<file path="src/rtl/scc_regs.svh">
// Constants for the stepper chop and current select block.
`ifndef SCC_REGS_SVH
`define SCC_REGS_SVH

// ----------------------------------------
// Clock and timing
// ----------------------------------------
`define SCC_CLK_PERIOD_PS 10000
`define SCC_CLK_HZ 100000000
`define SCC_PROG_LOW_PS 200000
`define SCC_PROG_LOW_CYC ((`SCC_PROG_LOW_PS + `SCC_CLK_PERIOD_PS - 1) / `SCC_CLK_PERIOD_PS)
`define SCC_OSC_HZ 20000
`define SCC_OSC_CYC (`SCC_CLK_HZ / `SCC_OSC_HZ)
`define SCC_OSC_W 16
`define SCC_CNT_W 8

// ----------------------------------------
// Configuration word layout and reset
// ----------------------------------------
`define SCC_CFG_RESET 6'h00
`define SCC_BIT_LEVEL0 0
`define SCC_BIT_LEVEL1 1
`define SCC_BIT_TON_LOW 2
`define SCC_BIT_TON_HIGH 3
`define SCC_BIT_DIVIDE 4
`define SCC_BIT_STYLE 5

// ----------------------------------------
// Current levels
// ----------------------------------------
`define SCC_NOM_REF_MV 500
`define SCC_PCT_NOM 7'h64
`define SCC_PCT_L00 7'h28
`define SCC_PCT_L01 7'h32
`define SCC_PCT_L10 7'h46
`define SCC_PCT_L11 7'h55

`endif

</file>
<file path="src/rtl/scc_pkg.sv">
// Types for the stepper chop and current select block.
`include "scc_regs.svh"

package scc_pkg;

  typedef enum logic [1:0] {
    SCC_ARMED = 2'b00,
    SCC_LOW_WAIT = 2'b01,
    SCC_SHIFTED = 2'b11
  } scc_prog_t;

  typedef struct packed {
    logic [`SCC_OSC_W-1:0] cnt;
    logic pulse;
  } scc_osc_state_t;

  typedef struct packed {
    logic [5:0] cfg;
    scc_prog_t prog;
    logic [`SCC_CNT_W-1:0] low_cnt;
    logic div_tog;
    logic chop_on;
    logic out_en;
    logic [3:0] drive;
    logic reduced;
    logic [9:0] ref_mv;
    logic open_loop;
  } scc_top_state_t;

endpackage

</file>
<file path="src/rtl/scc_osc.sv">
// Oscillator period counter standing for the RC network.
`timescale 1ns/1ps
`include "scc_regs.svh"

module scc_osc #(
  parameter int OSC_PERIOD = `SCC_OSC_CYC
) (
  input logic clk,
  input logic rstn,
  input logic restart,
  output logic [`SCC_OSC_W-1:0] cnt,
  output logic pulse
);

  localparam logic [`SCC_OSC_W-1:0] LAST = `SCC_OSC_W'(OSC_PERIOD - 1);

  scc_pkg::scc_osc_state_t s;
  scc_pkg::scc_osc_state_t next_s;

  // ----------------------------------------
  // Period count
  // ----------------------------------------
  always_comb
  begin
    next_s = s;
    if (restart || s.cnt == LAST)
    begin
      next_s.cnt = '0;
    end
    else
    begin
      next_s.cnt = s.cnt + `SCC_OSC_W'(1);
    end
    next_s.pulse = (next_s.cnt == '0);
  end

  always_ff @(posedge clk or negedge rstn)
  begin
    if (!rstn)
    begin
      s <= '0;
    end
    else
    begin
      s <= next_s;
    end
  end

  assign cnt = s.cnt;
  assign pulse = s.pulse;

  chk_osc_wrap: assert property (@(posedge clk) disable iff (!rstn)
    (s.cnt == LAST && !restart) |=> (s.cnt == '0 && s.pulse))
    else $error("Oscillator did not wrap at end of period.");

endmodule

</file>
<file path="src/rtl/scc_top.sv">
// Mode decode, configuration word and chopping control of the stepper driver.
// Function
// - In open loop the chop rate is the full oscillator rate whatever the divide bit holds.
// - In open loop on-time codes 00, 01 and 10 give 75, 50 and 100 percent of the period; 11 disables the output.
// - In closed loop the chop rate is the oscillator rate with the divide bit low and half of it with the bit high.
// - In closed loop there is a nominal level at a 0.5 V reference and four reduced levels scaling it.
// - Level codes 00, 01, 10 and 11 give 40 percent, a parameter, 70 and 85 percent of nominal.
// - In full style reduction is asserted by both A inputs high, both B inputs high, exactly one phase input high, or the request input.
// - In simplified style reduction is asserted by the alternate input low or the request input high.
// - In full style the output stage is disabled whenever both A inputs or both B inputs are low.
// - A six-bit word holds the configuration and its top bit selects full style when set.
// - In full style half-step drive one active phase gives the reduced level and two active phases nominal.
// - Loop select high chooses open loop and low chooses closed loop in both styles.
// - With all four phase inputs low one bit, the XOR of the two auxiliary inputs, shifts in at bit zero.
// - An all-low interval under 0.2 us shifts nothing and each further shift needs an input to rise first.
// - In simplified style the third input is an active-high enable and the first two set phase A and B.
`timescale 1ns/1ps
`include "scc_regs.svh"

module scc_top #(
  parameter int OSC_PERIOD = `SCC_OSC_CYC,
  parameter int PROG_LOW_CYC = `SCC_PROG_LOW_CYC,
  parameter logic [6:0] LEVEL01_PCT = `SCC_PCT_L01
) (
  input logic clk,
  input logic rstn,
  input logic phase_a_input,
  input logic phase_a_bar_input,
  input logic phase_b_input,
  input logic phase_b_bar_input,
  input logic reduction_request_input,
  input logic loop_select_input,
  input logic over_threshold,
  input logic ext_reset_request,
  output logic [3:0] drive_out,
  output logic chop_on,
  output logic output_enable,
  output logic reduced_current,
  output logic [9:0] ref_level_mv,
  output logic open_loop,
  output logic full_input_style,
  output logic [5:0] config_word
);

  localparam logic [`SCC_OSC_W-1:0] THR_100 = `SCC_OSC_W'(OSC_PERIOD);
  localparam logic [`SCC_OSC_W-1:0] THR_75 = `SCC_OSC_W'(OSC_PERIOD - OSC_PERIOD / 4);
  localparam logic [`SCC_OSC_W-1:0] THR_50 = `SCC_OSC_W'(OSC_PERIOD / 2);
  localparam logic [`SCC_CNT_W-1:0] LOW_LAST = `SCC_CNT_W'(PROG_LOW_CYC - 1);

  scc_pkg::scc_top_state_t s;
  scc_pkg::scc_top_state_t next_s;
  logic [`SCC_OSC_W-1:0] osc_cnt;
  logic osc_pulse;

  function automatic logic [6:0] level_pct(input logic [5:0] cfg);
    unique case ({cfg[`SCC_BIT_LEVEL0], cfg[`SCC_BIT_LEVEL1]})
      2'b00: level_pct = `SCC_PCT_L00;
      2'b01: level_pct = LEVEL01_PCT;
      2'b10: level_pct = `SCC_PCT_L10;
      2'b11: level_pct = `SCC_PCT_L11;
    endcase
  endfunction

  function automatic logic [`SCC_OSC_W-1:0] on_limit(input logic [5:0] cfg);
    unique case ({cfg[`SCC_BIT_TON_LOW], cfg[`SCC_BIT_TON_HIGH]})
      2'b00: on_limit = THR_75;
      2'b01: on_limit = THR_50;
      2'b10: on_limit = THR_100;
      2'b11: on_limit = '0;
    endcase
  endfunction

  scc_osc #(
    .OSC_PERIOD(OSC_PERIOD)
  ) scc_osc_inst (
    .clk(clk),
    .rstn(rstn),
    .restart(ext_reset_request),
    .cnt(osc_cnt),
    .pulse(osc_pulse)
  );

  // ----------------------------------------
  // Next state
  // ----------------------------------------
  logic all_low;
  logic ser_bit;
  logic ton_off;
  logic chop_pulse;
  logic style_en;
  logic [6:0] pct;
  logic [2:0] active;

  always_comb
  begin
    next_s = s;
    all_low = !(phase_a_input | phase_a_bar_input | phase_b_input | phase_b_bar_input);
    ser_bit = reduction_request_input ^ loop_select_input;
    ton_off = (s.cfg[`SCC_BIT_TON_HIGH:`SCC_BIT_TON_LOW] == 2'b11);
    active = 3'(phase_a_input) + 3'(phase_a_bar_input) + 3'(phase_b_input)
           + 3'(phase_b_bar_input);
    chop_pulse = osc_pulse && (!s.cfg[`SCC_BIT_DIVIDE] || s.div_tog);
    pct = `SCC_PCT_NOM;
    style_en = 1'b0;
    // Programming: qualify the all-low interval, then shift once.
    unique case (s.prog)
      scc_pkg::SCC_ARMED:
      begin
        if (all_low)
        begin
          next_s.prog = scc_pkg::SCC_LOW_WAIT;
          next_s.low_cnt = `SCC_CNT_W'(1);
        end
      end
      scc_pkg::SCC_LOW_WAIT:
      begin
        if (!all_low)
        begin
          next_s.prog = scc_pkg::SCC_ARMED;
        end
        else if (s.low_cnt >= LOW_LAST)
        begin
          next_s.cfg = {s.cfg[4:0], ser_bit};
          next_s.prog = scc_pkg::SCC_SHIFTED;
        end
        else
        begin
          next_s.low_cnt = s.low_cnt + `SCC_CNT_W'(1);
        end
      end
      scc_pkg::SCC_SHIFTED:
      begin
        if (!all_low)
        begin
          next_s.prog = scc_pkg::SCC_ARMED;
        end
      end
      default:
      begin
        next_s.prog = scc_pkg::SCC_ARMED;
      end
    endcase
    next_s.open_loop = loop_select_input;
    // Input style decode.
    if (s.cfg[`SCC_BIT_STYLE])
    begin
      style_en = !((!phase_a_input && !phase_a_bar_input)
                || (!phase_b_input && !phase_b_bar_input));
      next_s.drive = {phase_b_bar_input, phase_b_input, phase_a_bar_input, phase_a_input};
      next_s.reduced = (phase_a_input && phase_a_bar_input)
                    || (phase_b_input && phase_b_bar_input)
                    || reduction_request_input
                    || (active == 3'd1);
    end
    else
    begin
      style_en = phase_b_input;
      next_s.drive = {!phase_a_bar_input, phase_a_bar_input, !phase_a_input, phase_a_input};
      next_s.reduced = !phase_b_bar_input || reduction_request_input;
    end
    next_s.out_en = style_en && !all_low && !ext_reset_request
                 && !(s.open_loop && ton_off);
    if (!next_s.out_en)
    begin
      next_s.drive = 4'h0;
    end
    // Reference level, reduced only in closed loop.
    if (s.reduced && !s.open_loop)
    begin
      pct = level_pct(s.cfg);
    end
    next_s.ref_mv = 10'((`SCC_NOM_REF_MV * int'(pct)) / 100);
    // Chopping.
    if (osc_pulse)
    begin
      next_s.div_tog = !s.div_tog;
    end
    if (s.open_loop)
    begin
      next_s.chop_on = !ton_off && (osc_cnt < on_limit(s.cfg));
    end
    else if (chop_pulse)
    begin
      next_s.chop_on = 1'b1;
    end
    else if (over_threshold)
    begin
      next_s.chop_on = 1'b0;
    end
    if (ext_reset_request)
    begin
      next_s.cfg = `SCC_CFG_RESET;
      next_s.prog = scc_pkg::SCC_ARMED;
      next_s.chop_on = 1'b0;
    end
  end

  always_ff @(posedge clk or negedge rstn)
  begin
    if (!rstn)
    begin
      s <= '0;
    end
    else
    begin
      s <= next_s;
    end
  end

  assign drive_out = s.drive;
  assign chop_on = s.chop_on;
  assign output_enable = s.out_en;
  assign reduced_current = s.reduced;
  assign ref_level_mv = s.ref_mv;
  assign open_loop = s.open_loop;
  assign full_input_style = s.cfg[`SCC_BIT_STYLE];
  assign config_word = s.cfg;

  // ----------------------------------------
  // Checks
  // ----------------------------------------
  chk_open_full_rate: assert property (@(posedge clk) disable iff (!rstn)
    (s.open_loop && osc_pulse && !ton_off && !ext_reset_request) |=> s.chop_on)
    else $error("Open loop missed an oscillator pulse.");

  chk_half_on_time: assert property (@(posedge clk) disable iff (!rstn)
    (s.open_loop && s.cfg[3:2] == 2'b10 && osc_cnt == THR_50) |=> !s.chop_on)
    else $error("Half on-time did not end at mid period.");

  chk_ton_disable: assert property (@(posedge clk) disable iff (!rstn)
    (s.open_loop && s.cfg[3:2] == 2'b11) |=> !s.out_en)
    else $error("On-time code 11 left the output enabled.");

  chk_divide_skip: assert property (@(posedge clk) disable iff (!rstn)
    (!s.open_loop && s.cfg[4] && osc_pulse && !s.div_tog && !s.chop_on) |=> !s.chop_on)
    else $error("Divided chop started on a skipped pulse.");

  chk_level_forty: assert property (@(posedge clk) disable iff (!rstn)
    (s.reduced && !s.open_loop && s.cfg[1:0] == 2'b00) |=> (s.ref_mv == 10'd200))
    else $error("Reduced level 00 is not 40 percent.");

  chk_full_reduce: assert property (@(posedge clk) disable iff (!rstn)
    (s.cfg[5] && phase_a_input && phase_a_bar_input) |=> s.reduced)
    else $error("Full style missed a reduction request.");

  chk_simple_reduce: assert property (@(posedge clk) disable iff (!rstn)
    (!s.cfg[5] && phase_b_bar_input && !reduction_request_input) |=> !s.reduced)
    else $error("Simplified style reduced without a request.");

  chk_pair_disable: assert property (@(posedge clk) disable iff (!rstn)
    (s.cfg[5] && !phase_b_input && !phase_b_bar_input) |=> !s.out_en)
    else $error("Output stayed enabled with both B inputs low.");

  chk_shift_in: assert property (@(posedge clk) disable iff (!rstn)
    (s.prog == scc_pkg::SCC_LOW_WAIT && s.low_cnt >= LOW_LAST && all_low && !ext_reset_request)
    |=> (s.cfg == {$past(s.cfg[4:0]), $past(ser_bit)}))
    else $error("Configuration bit was not shifted in.");

  chk_no_shift: assert property (@(posedge clk) disable iff (!rstn)
    (!all_low && !ext_reset_request) |=> $stable(s.cfg))
    else $error("Configuration changed outside programming.");

  chk_comp_end: assert property (@(posedge clk) disable iff (!rstn)
    (!s.open_loop && over_threshold && !chop_pulse) |=> !s.chop_on)
    else $error("Comparator did not end the on-period.");

  cov_shift: cover property (@(posedge clk) disable iff (!rstn)
    s.prog == scc_pkg::SCC_LOW_WAIT ##1 s.prog == scc_pkg::SCC_SHIFTED);
  cov_closed_chop: cover property (@(posedge clk) disable iff (!rstn)
    !s.open_loop && s.chop_on ##1 !s.chop_on);
  cov_full_style: cover property (@(posedge clk) disable iff (!rstn)
    s.cfg[5] && s.out_en && s.reduced);

endmodule

</file>
<file path="config.mk">
export PLATFORM = sky130hd
export DESIGN_NAME = scc_top
export DESIGN_NICKNAME = d
export VERILOG_FILES = /design/src/rtl/scc_pkg.sv /design/src/rtl/scc_osc.sv /design/src/rtl/scc_top.sv
export VERILOG_INCLUDE_DIRS = /design/src /design/src/rtl
export SDC_FILE = /design/constraint.sdc
export NUM_CORES = 1
export LEC_CHECK = 0
export ABC_AREA = 1
export BUFFER_PORTS_ARGS = -buffer_cell sky130_fd_sc_hd__buf_2
export CAP_MARGIN = 20
export CORE_ASPECT_RATIO = 0.9
export CORE_UTILIZATION = 30
export CTS_CLUSTER_DIAMETER = 100
export DETAILED_ROUTE_END_ITERATION = 10
export MAX_ROUTING_LAYER = met4
export SETUP_SLACK_MARGIN = 0.3
export SYNTH_ARGS = -nofsm -noshare
export SYNTH_HDL_FRONTEND = slang
export SYNTH_SLANG_ARGS = --single-unit
</file>
<file path="constraint.sdc">
create_clock -name clk -period 10.4 [get_ports clk]
set_clock_uncertainty 0.05 [all_clocks]
set_input_delay 1.04 -clock clk [delete_from_list [all_inputs] [get_ports clk]]
set_output_delay 1.04 -clock clk [all_outputs]
set_load 0.02 [all_outputs]
</file>
==> impl_results.md <==
* Critical path's slowest cell: fa_1
* GR Overflow Total at 0
* Clock Tree Buf Depth at 2
* Initial antenna violation count at 0
* CTS Hold Buffers Added at 0
* Metal2 WL at about 8000 um
* Detailed Routing Iterations Pass 1 at 4
* Number of synthesized flops with an enable pin at 0
* Dpl cell area at 7194 um^2
* Fillers at 2272
* Top Ports at 35
* CP startpoint kind: register
* Final wirelength at 18340 um
* Ratio of cells with drive above 1 in the final layout at a little over a quarter
* Hold depth at 1
* Post-synthesis adder-cell area fraction at between 10% and 20%
* HPWL Detailed at 13760 um
* Max-cap violation count at 0
* Net count, final at about 1200
* Routed len/inst at 13.28 um
* #FFs+latches synth at 52
* Final min period at approximately 9700 ps
* Main combinational cell family by area after synthesis: simple AND/OR/NAND/NOR gates
* Vias in the first global route at slightly below 6000
* Fin. max-slew vios at 0
* Via/cell ratio at approximately 4.8
* Setup TNS at 0 ps
* Final setup margin at ~740 ps
* Crit end category: register
* Fmax at 0.1035 GHz
* Tcrit/Tclk final at between 90% and 100%
* Syn nets at 1092
* H-Tree Depth at 2
* Status: finished clean
* Total track usage at 15.69%
* Setup violators final at 0
* Iter 0 DRT Violations at approximately 520
* Async SR Flop Fraction at between 90% and 100%
* Compound-Gate Fraction of Synth Area at approximately 9.0%
* Flop2flop setup slack at 740 ps
* Final Hold Fails at 0
* RSZ-0062 raised after global routing: false
* Via Count at around 6700
* Clock root buffer: clkbuf_16
* Synth warn at 0
* Simple logic cell fraction of the synthesized area at between 40% and 50%
* Critical path class: reg2reg
* Num rows at a little over 50
* Crit path DAT at about 9800 ps
* Worst Max-Slew Pin Slew at between 700 and 800 ps
* Register area share after synthesis at 19.18%
* Residual DRC count at 0
* Worst R2R Path Depth at 60
* Worst-Skew Late Latency at between 300 and 400 ps
* Number of port buffers at 34
* Antenna viol nets, final at 0
* Synth Flop Type: dfrtp_1
* Width of the die at roughly 160 um
* Worst-path clk slew at 100 ps
* Inserted Diodes at 0
* Die area at 23220 um^2
* Number of library cell types mapped by synthesis at 51
* Core area at around 22000 um^2
* CP required at between 10000 and 15000 ps
* CTS tree: yes
* Met3 WL at between 700 and 800 um
* Crit-path max FO at 7
* Synth Area in XOR/XNOR at 4.001%
* Largest net degree at the start of global routing at between 50 and 60
* Finished Cell Area at ~8300 um^2
* CTS Buf Count at 5
* Starting Density at between 30 and 40%
* Met1 Wirelength at 9466 um
* Die Height at between 100 and 150 um
* First-pass GRT wire length at 28770 um
* Largest stage delay on the critical path at about 540 ps
* Syn Area/Cell at 6.711 um^2
* Clock sinks at between 50 and 60
* Post-synthesis mux area share at 0%
* DR top layer: met4
* Post-Syn Area at 6785 um^2
* Synth Instances at slightly above 1000
* Relative slew slack at between 50% and 60%
* Layout area overhead at 22.15%
* Post-Place Setup Slack at 360.7 ps
* GPL Wtd Cong at 0.8577
* HP Class: reg2reg
## through the flow
stage | utilization [%] | hold WS [ps] | cells
after floorplan | - | 391.9 | 1011
after global placement | 32.87 | 417.8 | 1318
after detailed placement | 32.87 | 418.8 | 1318
after CTS | 33.69 | 434.5 | 1327
after global routing | 37.87 | 439.8 | 1381
final | 37.87 | 432.4 | 1381
## kinds of logic (layout without fill, tap and decap cells)
logic type | after synthesis | after routing
fa+ha+maj | 71 | 71
compound gates | 99 | 101
simple gates | 553 | 555
xor+xnor | 31 | 31
flops | 52 | 52
buf+inv | 205 | 280
## worst paths after layout
path | start | endpoint
max in group asynchronous | rstn | open_loop
hold / removal | s[18] | s[18]
setup reg to reg | config_word[0] | ref_level_mv[1]
hold reg to reg | s[18] | s[18]
setup / recovery | config_word[0] | ref_level_mv[1]
min in group asynchronous | rstn | ref_level_mv[5]
## routing by layer
layer	GRT usage, %	up-vias
met3	1.881	13
li1	-	3423
met1	23.22	3072
met4	2.707	0
met2	22.83	163
met5	-	-
## synthesized netlist by cell type, types with 5 or more instances
master,number,share of area [%]
xnor2_1,9,1.2
buf_4,20,2.2
o21ai_1,6,0.44
nor2_1,102,5.6
inv_1,160,8.9
nand2_1,219,12
a21oi_1,36,2.7
nand2_4,5,0.83
nand3_2,20,3.0
xor2_1,22,2.8
o211ai_1,5,0.55
nor2_4,11,1.8
nor4_1,10,0.92
fa_1,14,4.1
nor3b_1,5,0.55
nor3_1,15,1.1
inv_2,17,0.94
nand4_1,29,2.7
nand2_2,23,2.1
ha_1,57,11
o21ai_0,27,2.0
nor2_2,7,0.65
dfrtp_1,52,19
nand3_1,94,6.9
## sequential cells by signal (all words and copies together) (netlist names), 4 cells and up
signal and flops:
s 11, ref_level_mv 10, scc_osc_inst.cnt 16, config_word 6
drive_out 4
## cell type report
| type | instances | area [um^2] | area share [%] |
|---|---|---|---|
| Tap cell | 291 | 364.1 | 4.393 |
| Sequential cell | 52 | 1304 | 15.73 |
| Clock inverter | 2 | 38.79 | 0.4680 |
| Inverter | 178 | 670.6 | 8.092 |
| Clock buffer | 6 | 128.9 | 1.555 |
| Timing Repair Buffer | 94 | 644.4 | 7.775 |
| Multi-Input combinational cell | 758 | 5137 | 61.99 |
## cell usage in the layout, fill, tap and decap left out, types with 5 or more instances in the layout
master and instances:
nand3_1 79, buf_2 34, nor3_1 14, ha_4 6, fa_1 14, clkbuf_16 5, ha_1 49, nor2_2 16
o211ai_1 5, o21ai_0 27, a21oi_1 33, nor2_1 87, nand3_4 9, nor3b_1 5, xnor2_1 8, nand4_1 29
nand2_4 11, dfrtp_1 50, inv_1 153, nor2_4 17, buf_4 56, inv_2 23, nor4_1 9, nand3_2 29
nand2_2 50, o21ai_1 5, xor2_1 22, nand2_1 185
## critical path: cells and delay by family, from the launching register on
kind / cells / cell delay [ps]
and+or+nand+nor: 39 / 4640
adders and majority gates: 6 / 2440
buffers and inverters: 11 / 1080
AOI/OAI and AO/OA: 4 / 920
DFF: 1 / 450
## timing repair
item	CTS	global route
pin swaps	1	55
setup endpoints to repair	1	2
gates resized for setup	1	120
gates cloned	1	3
setup buffers	0	51
hold endpoints to repair	0	0
Power is not shown: default switching activity piles up to over one toggle a cycle in this logic, so the estimate is an artifact.
